[config.mk]
export PLATFORM = sky130hd
export DESIGN_NAME = aor_outlier
export DESIGN_NICKNAME = d
export VERILOG_FILES = /design/src/design/aor_outlier.v /design/src/design/aor_predict.v
export VERILOG_INCLUDE_DIRS = /design/src /design/src/design
export SDC_FILE = /design/constraint.sdc
export NUM_CORES = 1
export LEC_CHECK = 0
export BUFFER_PORTS_ARGS = -buffer_cell sky130_fd_sc_hd__buf_2
export CAP_MARGIN = 20
export CORE_UTILIZATION = 60
export DETAILED_ROUTE_END_ITERATION = 10
export PLACE_DENSITY = 0.88
export SLEW_MARGIN = 20
export SYNTH_ARGS = -nofsm -noshare
export SYNTH_HDL_FRONTEND = slang
export SYNTH_SLANG_ARGS = --single-unit
export TNS_END_PERCENT = 5
[constraint.sdc]
create_clock -name clk_sys_in -period 14.7 [get_ports clk_sys_in]
set_input_delay 2.94 -clock clk_sys_in [delete_from_list [all_inputs] [get_ports clk_sys_in]]
set_output_delay 2.94 -clock clk_sys_in [all_outputs]
set_load 0.02 [all_outputs]
[src/design/aor_regs.vh]
// Contract
// - replacement off after reset; on via bit7
// - error is magnitude of sample minus prediction
// - error strictly above threshold marks outlier
// - order zero predicts previous converted sample
// - order one extrapolates four recent outputs
// - error feeds first-order lowpass, once per sample
// - threshold is lowpass times selected multiplier
// - time-constant field sets lowpass time constant
// - init field selects lowpass value at initialization
// - outlier outputs prediction, else input unchanged
`ifndef AOR_REGS_VH
`define AOR_REGS_VH

`define AOR_SMP_W        19
`define AOR_FRAC_W       6
`define AOR_LPF_W        25
`define AOR_THR_W        24

`define AOR_CFG_IDX      6'h16
`define AOR_STAT_IDX     6'h17
`define AOR_LPF_IDX      6'h18
`define AOR_ERR_IDX      6'h19
`define AOR_THR_IDX      6'h1a

`define AOR_CFG_RST      8'h00
`define AOR_EN_BIT       7
`define AOR_ORDER_BIT    6
`define AOR_TC_HI        5
`define AOR_TC_LO        4
`define AOR_INIT_HI      3
`define AOR_INIT_LO      2
`define AOR_MULT_HI      1
`define AOR_MULT_LO      0

`define AOR_MULT_BASE    3'h2
`define AOR_TC_BASE      3'h3
`define AOR_HIST_FULL    3'h4

`define AOR_LPF_INIT0    25'h0000000
`define AOR_LPF_INIT1    25'h0000400
`define AOR_LPF_INIT2    25'h0001000
`define AOR_LPF_INIT3    25'h0004000

`define AOR_STAT_ACT_BIT 16
`define AOR_STAT_PRM_BIT 17

`endif

[src/design/aor_outlier.v]
// Register access over APB was decided locally.
`timescale 1ns/1ps
`include "aor_regs.vh"

module aor_outlier (
  input  wire                  clk_sys_in,
  input  wire                  rst_in,
  input  wire                  ce_in,
  input  wire                  psel_in,
  input  wire                  penable_in,
  input  wire                  pwrite_in,
  input  wire [7:0]            paddr_in,
  input  wire [31:0]           pwdata_in,
  input  wire [3:0]            pstrb_in,
  output wire [31:0]           prdata_out,
  output wire                  pready_out,
  output wire                  pslverr_out,
  input  wire                  smp_valid_in,
  input  wire [`AOR_SMP_W-1:0] smp_data_in,
  output wire                  out_valid_out,
  output wire [`AOR_SMP_W-1:0] out_data_out,
  output wire                  out_outlier_out,
  output wire                  active_out
);

  // ---------------------------------------------------------------
  // helpers
  // ---------------------------------------------------------------

  function [`AOR_SMP_W-1:0] aor_absdiff;
    input [`AOR_SMP_W-1:0] a;
    input [`AOR_SMP_W-1:0] b;
    begin
      if (a >= b) begin
        aor_absdiff = a - b;
      end else begin
        aor_absdiff = b - a;
      end
    end
  endfunction

  function [`AOR_LPF_W-1:0] aor_init_val;
    input [1:0] code;
    begin
      case (code)
        2'h0:    aor_init_val = `AOR_LPF_INIT0;
        2'h1:    aor_init_val = `AOR_LPF_INIT1;
        2'h2:    aor_init_val = `AOR_LPF_INIT2;
        default: aor_init_val = `AOR_LPF_INIT3;
      endcase
    end
  endfunction

  // ---------------------------------------------------------------
  // state
  // ---------------------------------------------------------------

  reg  [7:0]            cfg_q;
  reg  [31:0]           prdata_q;
  reg                   slverr_q;
  reg  [`AOR_SMP_W-1:0] prev_q;
  reg  [`AOR_SMP_W-1:0] hist0_q;
  reg  [`AOR_SMP_W-1:0] hist1_q;
  reg  [`AOR_SMP_W-1:0] hist2_q;
  reg  [`AOR_SMP_W-1:0] hist3_q;
  reg  [2:0]            hcnt_q;
  reg  [2:0]            hcnt_d;
  reg  [`AOR_LPF_W-1:0] lpf_q;
  reg  [`AOR_LPF_W-1:0] lpf_d;
  reg  [15:0]           ocnt_q;
  reg  [15:0]           ocnt_d;
  reg  [`AOR_SMP_W-1:0] err_q;
  reg  [`AOR_THR_W-1:0] thr_q;
  reg                   ovalid_q;
  reg  [`AOR_SMP_W-1:0] odata_q;
  reg                   oflag_q;

  // ---------------------------------------------------------------
  // configuration fields
  // ---------------------------------------------------------------

  wire                  fix_on;
  wire                  prediction_order;
  wire [1:0]            lowpass_time_constant;
  wire [1:0]            lowpass_initial_value;
  wire [1:0]            threshold_multiplier;

  assign fix_on                = cfg_q[`AOR_EN_BIT];
  assign prediction_order      = cfg_q[`AOR_ORDER_BIT];
  assign lowpass_time_constant = cfg_q[`AOR_TC_HI:`AOR_TC_LO];
  assign lowpass_initial_value = cfg_q[`AOR_INIT_HI:`AOR_INIT_LO];
  assign threshold_multiplier  = cfg_q[`AOR_MULT_HI:`AOR_MULT_LO];

  // ---------------------------------------------------------------
  // apb decode
  // ---------------------------------------------------------------

  wire                  access_ph;
  wire                  aligned;
  wire [5:0]            idx;
  wire                  primed;
  wire                  capture;
  wire                  done;
  reg                   bus_q;
  reg                   bus_d;
  reg                   hit;
  reg  [31:0]           rd_word;
  wire                  wr_cfg;
  wire                  wr_stat;

  assign access_ph = psel_in & penable_in;
  assign aligned   = (paddr_in[1:0] == 2'b00);
  assign idx       = paddr_in[7:2];

  // freezing the clock enable stretches the access phase
  assign pready_out  = done;
  assign pslverr_out = done & slverr_q;
  assign prdata_out  = prdata_q;

  assign wr_cfg  = done & pwrite_in & ~slverr_q & (idx == `AOR_CFG_IDX) & pstrb_in[0];
  assign wr_stat = done & pwrite_in & ~slverr_q & (idx == `AOR_STAT_IDX) & (|pstrb_in);

  always @* begin
    hit     = 1'b0;
    rd_word = 32'h0000_0000;
    if (aligned) begin
      case (idx)
        `AOR_CFG_IDX: begin
          hit          = 1'b1;
          rd_word[7:0] = cfg_q;
        end
        `AOR_STAT_IDX: begin
          hit                        = 1'b1;
          rd_word[15:0]              = ocnt_q;
          rd_word[`AOR_STAT_ACT_BIT] = fix_on;
          rd_word[`AOR_STAT_PRM_BIT] = primed;
        end
        `AOR_LPF_IDX: begin
          hit                       = 1'b1;
          rd_word[`AOR_LPF_W-1:0]   = lpf_q;
        end
        `AOR_ERR_IDX: begin
          hit                       = 1'b1;
          rd_word[`AOR_SMP_W-1:0]   = err_q;
        end
        `AOR_THR_IDX: begin
          hit                       = 1'b1;
          rd_word[`AOR_THR_W-1:0]   = thr_q;
        end
        default: begin
          hit     = 1'b0;
          rd_word = 32'h0000_0000;
        end
      endcase
    end
  end

  // ---------------------------------------------------------------
  // apb phase tracking
  // ---------------------------------------------------------------

  localparam BUS_WAIT   = 1'b0;
  localparam BUS_LOADED = 1'b1;

  // a setup cycle lost to a low clock enable is captured in the first
  // enabled access cycle instead: one wait state, never stale read data
  assign capture = ce_in & psel_in & (bus_q == BUS_WAIT);
  assign done    = ce_in & access_ph & (bus_q == BUS_LOADED);

  always @* begin
    case (bus_q)
      BUS_WAIT: begin
        bus_d = capture ? BUS_LOADED : BUS_WAIT;
      end
      BUS_LOADED: begin
        bus_d = (done | ~psel_in) ? BUS_WAIT : BUS_LOADED;
      end
      default: begin
        bus_d = BUS_WAIT;
      end
    endcase
  end

  always @(posedge clk_sys_in or posedge rst_in) begin
    if (rst_in) begin
      bus_q <= BUS_WAIT;
    end else if (ce_in) begin
      bus_q <= bus_d;
    end
  end

  // read data and error are captured in the setup cycle so both leave flops
  always @(posedge clk_sys_in or posedge rst_in) begin
    if (rst_in) begin
      prdata_q <= 32'h0000_0000;
      slverr_q <= 1'b0;
    end else if (capture) begin
      prdata_q <= pwrite_in ? 32'h0000_0000 : rd_word;
      slverr_q <= ~hit;
    end
  end

  always @(posedge clk_sys_in or posedge rst_in) begin
    if (rst_in) begin
      cfg_q <= `AOR_CFG_RST;
    end else if (wr_cfg) begin
      cfg_q <= pwdata_in[7:0];
    end
  end

  // ---------------------------------------------------------------
  // prediction and detection
  // ---------------------------------------------------------------

  wire                  take;
  wire [`AOR_SMP_W-1:0] pred;
  wire [`AOR_SMP_W-1:0] est_err;
  wire [`AOR_THR_W-1:0] lpf_int_ext;
  wire [2:0]            mult_sh;
  wire [`AOR_THR_W-1:0] outlier_threshold;
  wire                  is_outlier;
  wire [`AOR_SMP_W-1:0] result;

  assign take = ce_in & smp_valid_in;

  aor_predict u_predict (
    .hist0_in (hist0_q),
    .hist2_in (hist2_q),
    .hist3_in (hist3_q),
    .prev_in  (prev_q),
    .order_in (prediction_order),
    .pred_out (pred)
  );

  assign est_err = aor_absdiff(smp_data_in, pred);

  // integer part of the lowpass state, scaled by 4..32
  assign lpf_int_ext       = {{(`AOR_THR_W-`AOR_SMP_W){1'b0}}, lpf_q[`AOR_LPF_W-1:`AOR_FRAC_W]};
  assign mult_sh           = {1'b0, threshold_multiplier} + `AOR_MULT_BASE;
  assign outlier_threshold = lpf_int_ext << mult_sh;

  // no replacement until the predictor has a full history since enable
  assign primed = prediction_order ? (hcnt_q == `AOR_HIST_FULL) : (hcnt_q != 3'h0);

  assign is_outlier = fix_on & primed &
                      ({{(`AOR_THR_W-`AOR_SMP_W){1'b0}}, est_err} > outlier_threshold);

  assign result = is_outlier ? pred : smp_data_in;

  // ---------------------------------------------------------------
  // lowpass of the estimation error
  // ---------------------------------------------------------------

  wire [2:0]            tc_sh;
  wire signed [25:0]    lpf_diff;
  wire signed [25:0]    lpf_step;
  wire signed [25:0]    lpf_sum;

  assign tc_sh    = {1'b0, lowpass_time_constant} + `AOR_TC_BASE;
  assign lpf_diff = $signed({1'b0, est_err, {`AOR_FRAC_W{1'b0}}}) - $signed({1'b0, lpf_q});
  assign lpf_step = lpf_diff >>> tc_sh;
  assign lpf_sum  = $signed({1'b0, lpf_q}) + lpf_step;

  always @* begin
    if (!fix_on) begin
      lpf_d = aor_init_val(lowpass_initial_value);
    end else if (take) begin
      lpf_d = lpf_sum[`AOR_LPF_W-1:0];
    end else begin
      lpf_d = lpf_q;
    end
  end

  // history counter restarts whenever the function is off
  always @* begin
    if (!fix_on) begin
      hcnt_d = 3'h0;
    end else if (take && hcnt_q != `AOR_HIST_FULL) begin
      hcnt_d = hcnt_q + 3'h1;
    end else begin
      hcnt_d = hcnt_q;
    end
  end

  // a clear that meets an outlier keeps that outlier
  always @* begin
    ocnt_d = ocnt_q;
    if (wr_stat) begin
      ocnt_d = 16'h0000;
    end
    if (take && is_outlier) begin
      ocnt_d = wr_stat ? 16'h0001 : ocnt_q + 16'h0001;
    end
  end

  // ---------------------------------------------------------------
  // sample pipeline
  // ---------------------------------------------------------------

  always @(posedge clk_sys_in or posedge rst_in) begin
    if (rst_in) begin
      prev_q   <= {`AOR_SMP_W{1'b0}};
      hist0_q  <= {`AOR_SMP_W{1'b0}};
      hist1_q  <= {`AOR_SMP_W{1'b0}};
      hist2_q  <= {`AOR_SMP_W{1'b0}};
      hist3_q  <= {`AOR_SMP_W{1'b0}};
      err_q    <= {`AOR_SMP_W{1'b0}};
      thr_q    <= {`AOR_THR_W{1'b0}};
      odata_q  <= {`AOR_SMP_W{1'b0}};
      oflag_q  <= 1'b0;
      ovalid_q <= 1'b0;
    end else if (ce_in) begin
      ovalid_q <= take;
      if (take) begin
        prev_q  <= smp_data_in;
        hist0_q <= hist1_q;
        hist1_q <= hist2_q;
        hist2_q <= hist3_q;
        hist3_q <= result;
        err_q   <= est_err;
        thr_q   <= outlier_threshold;
        odata_q <= result;
        oflag_q <= is_outlier;
      end
    end
  end

  always @(posedge clk_sys_in or posedge rst_in) begin
    if (rst_in) begin
      lpf_q  <= `AOR_LPF_INIT0;
      hcnt_q <= 3'h0;
      ocnt_q <= 16'h0000;
    end else if (ce_in) begin
      lpf_q  <= lpf_d;
      hcnt_q <= hcnt_d;
      ocnt_q <= ocnt_d;
    end
  end

  assign out_valid_out   = ovalid_q;
  assign out_data_out    = odata_q;
  assign out_outlier_out = oflag_q;
  assign active_out      = fix_on;

endmodule // aor_outlier

[src/design/aor_predict.v]
`timescale 1ns/1ps
`include "aor_regs.vh"

module aor_predict (
  input  wire [`AOR_SMP_W-1:0] hist0_in,
  input  wire [`AOR_SMP_W-1:0] hist2_in,
  input  wire [`AOR_SMP_W-1:0] hist3_in,
  input  wire [`AOR_SMP_W-1:0] prev_in,
  input  wire                  order_in,
  output reg  [`AOR_SMP_W-1:0] pred_out
);

  // straight-line fit at x=0..3, evaluated at x=4: (2*y3 + y2 - y0) / 2
  wire signed [21:0] ext;
  wire signed [21:0] half;

  assign ext  = $signed({2'b00, hist3_in, 1'b0}) + $signed({3'b000, hist2_in})
              - $signed({3'b000, hist0_in}) + 22'sd1;
  assign half = ext >>> 1;

  always @* begin
    if (!order_in) begin
      pred_out = prev_in;
    end else if (half < 22'sd0) begin
      pred_out = {`AOR_SMP_W{1'b0}};
    end else if (half > $signed({3'b000, {`AOR_SMP_W{1'b1}}})) begin
      pred_out = {`AOR_SMP_W{1'b1}};
    end else begin
      pred_out = half[`AOR_SMP_W-1:0];
    end
  end

endmodule // aor_predict

==> flow_metrics.tcl <==
set metrics [dict create \
    status "complete, no violations" \
    htreeDepth 1 \
    synth_top_family_by_area "compound AO/OA/AOI/OAI gates" \
    grt_pass1_wl_mm 74.9 \
    hold_class "flip-flop to flip-flop" \
    tns_ps 0 \
    start_util 0.617 \
    synth-compound-area-share 0.216 \
    max_stage_delay_ps 530 \
    cts_resized 0 \
    dp_hpwl_mm 34.8 \
    yosys_warnings 0 \
    place_congestion 0.954 \
    fin_nets 2349 \
    place.port_buffers 94 \
    ys.flop_type "dfrtp_1" \
    period_share 0.861 \
    worst_slew_pin_slew_ps 1080 \
    path_clk_slew_ps 60 \
    cp_common_cell "a21oi_1" \
    num-fill-cells 2297 \
    arrival_ps 13080 \
    cts_hold_buffers 0 \
    fmaxAchievable_mhz 79.0 \
    final_cell_mix "368 x nand2_1, 219 x dfrtp_1, 164 x o21ai_0" \
    clock_sinks 219 \
    synthXorXnorAreaFrac 0.0541 \
    seq_area_um2 5480 \
    grt_pass1_vias 14900 \
    antenna_found_initial 2 \
    cts_setup_buffers 0 \
    die_x_um 172 \
    syn_avg_cell_area_um2 8.32 \
    finalNonFillerCells 2511 \
    drtAntennaViolNets 0 \
    die_h_um 172 \
    synthMuxAreaShare 0.0625 \
    synthArstFlopShare 1.00 \
    critical_path_class "flip-flop to flip-flop" \
    grt_overflow 0 \
    report.final.slew_viol_count 0 \
    min_path_cells 2 \
    io_pins 126 \
    grt_max_degree 150 \
    multi_input_area_um2 11000 \
    setup_violations 0 \
    drt_iter0_drc 1584 \
    synth.distinct_cells 87 \
    r2r.worst_path.cells 54 \
    layout_commonest_cell "nand2_1" \
    area_growth_pct 8.77 \
    avgRoutedWirePerCell_um 18.7 \
    dp_cells 2463 \
    final_hold_viol_count 0 \
    end_kind "flip-flop" \
    slowest_stage "ha_1" \
    max-vdd-ir-drop_v 0.000147 \
    p_per_area_nw_per_um2 168 \
    route.detailed.vias_per_inst 6.23 \
    synth_adder_area_share 0.122 \
    layout-drive-gt1-share 0.102 \
    drc_errors 0 \
    crit_fanout 23 \
    p_leak_nw 9.15 \
    drt-total-wl_mm 47.0 \
    vias 15600 \
    clk_path_buf_depth 3 \
    rows 61 \
    synth_edf_count 0 \
    worstPathRequired_ps 15120 \
    die_area_um2 29600 \
    coreArea_um2 28100 \
    cts_inserted_buffers 26 \
    finalClockSkew_ps 20.2 \
    critPathLaunchType "flip-flop" \
    synth_seq_cells 219 \
    cap_violations 0 \
    finalCriticalPeriod_ps 12660 \
    synthCells 2081 \
    grt_usage 0.316 \
    clock_latency_ps 540 \
    synth-simple-area-share 0.176 \
    drtPass1Iterations 6 \
    cts_tree "built" \
    synth-seq-area-share 0.316 \
    root_buffer "clkbuf_16" \
    syn_area_um2 17300 \
    relSlewSlack 0.283 \
    rsz0062_at_grt "no" \
]
[cells in the mapped netlist, types with 9 or more instances]
cell	number	share of area
nand2_1	369	0.080
dfrtp_1	219	0.32
o21ai_0	164	0.047
ha_1	161	0.12
a21oi_1	120	0.035
nor2_1	119	0.026
inv_1	116	0.025
clkbuf_1	70	0.015
a21o_1	66	0.029
mux2i_1	61	0.035
xnor2_1	60	0.030
xor2_1	47	0.024
mux2_2	32	0.021
o21ai_1	31	0.0090
nand3_1	29	0.0084
nand4_1	26	0.0094
nor2b_1	23	0.0083
o21bai_1	22	0.0095
and3_1	21	0.0076
nand2b_1	21	0.0076
nor3_1	21	0.0061
a22o_1	19	0.0096
a211oi_1	18	0.0078
and2_1	17	0.0061
buf_1	16	0.0035
a31oi_1	15	0.0054
o21a_1	15	0.0065
buf_4	12	0.0052
a222oi_1	11	0.0064
a221o_1	10	0.0058
a221oi_1	9	0.0046
a22oi_1	9	0.0039
[registers in the layout, summed over array words and instances (netlist names), 8 cells and up]
register and flops:
hist1_q 19, hist0_q 19, lpf_q 25, hist2_q 19
out_data_out 19, ocnt_q 16, prev_q 19, cfg_q 8
prdata_out 25, thr_q 24, err_q 19
[per-layer routing]
layer | GRT usage | wire, um
met1 | 0.425 | 19800
met2 | 0.515 | 21700
met3 | 0.0572 | 4210
met4 | 0.100 | 1340
met5 | 0 | 13
[layout make-up]
class                   count  share of cell area
multi-input cells        1638               0.582
repair buffers            104              0.0290
clock inverters             7             0.00465
clock buffers              40              0.0427
inverters                 124              0.0254
flip-flops and latches    219               0.291
well taps                 378              0.0251
diodes                      1            0.000133
[metrics by stage]
stage	worst slack (ps)	total power, W	cell area [um2]	hold slack [ps]	util
floorplan	3770	0.00208	17300	438	-
global placement	2520	0.00238	17900	450	0.639
finish	2040	0.00316	18800	473	0.671
global route	1170	0.00338	18800	501	0.671
CTS	2220	0.00314	18800	469	0.671
detailed placement	2340	0.00245	17900	455	0.639
[critical path, delay by kind of cell, from the launching register on]
kind | cells | cell delay (ps)
AOI/OAI and AO/OA | 26 | 5620
xor gates and xnor gates | 4 | 910
adders and majority gates | 7 | 2380
buffers and inverters | 4 | 490
DFF | 1 | 430
muxes | 5 | 1180
and+or+nand+nor | 8 | 1560
[final timing paths]
path,from,end,slack (ps)
worst max-delay path,out_data_out[0],lpf_q[24],2040
worst min-delay path,prev_q[18],prev_q[18],470
worst max register to register,out_data_out[0],lpf_q[24],2040
worst min register to register,prev_q[18],prev_q[18],470
max in group asynchronous,rst_in,hist0_q[0],10680
min in group asynchronous,rst_in,prdata_out[7],2540
[kinds of logic after synthesis]
family	after synthesis
AND/OR/NAND/NOR	683
AO/OA/AOI/OAI	574
buffers and inverters	231
flip-flops	219
adder cells (fa/ha/maj)	166
XOR/XNOR	107
multiplexers	99
other	2
[report_power, final]
group          leakage (nW)  switching (W)  internal, W
logic                  5.82        0.00103     0.000742
clock network         0.440       0.000261     0.000409
registers              2.89      0.0000467     0.000669
total                  9.15        0.00134      0.00182
Note: power is estimated with default switching activity, not from simulation.
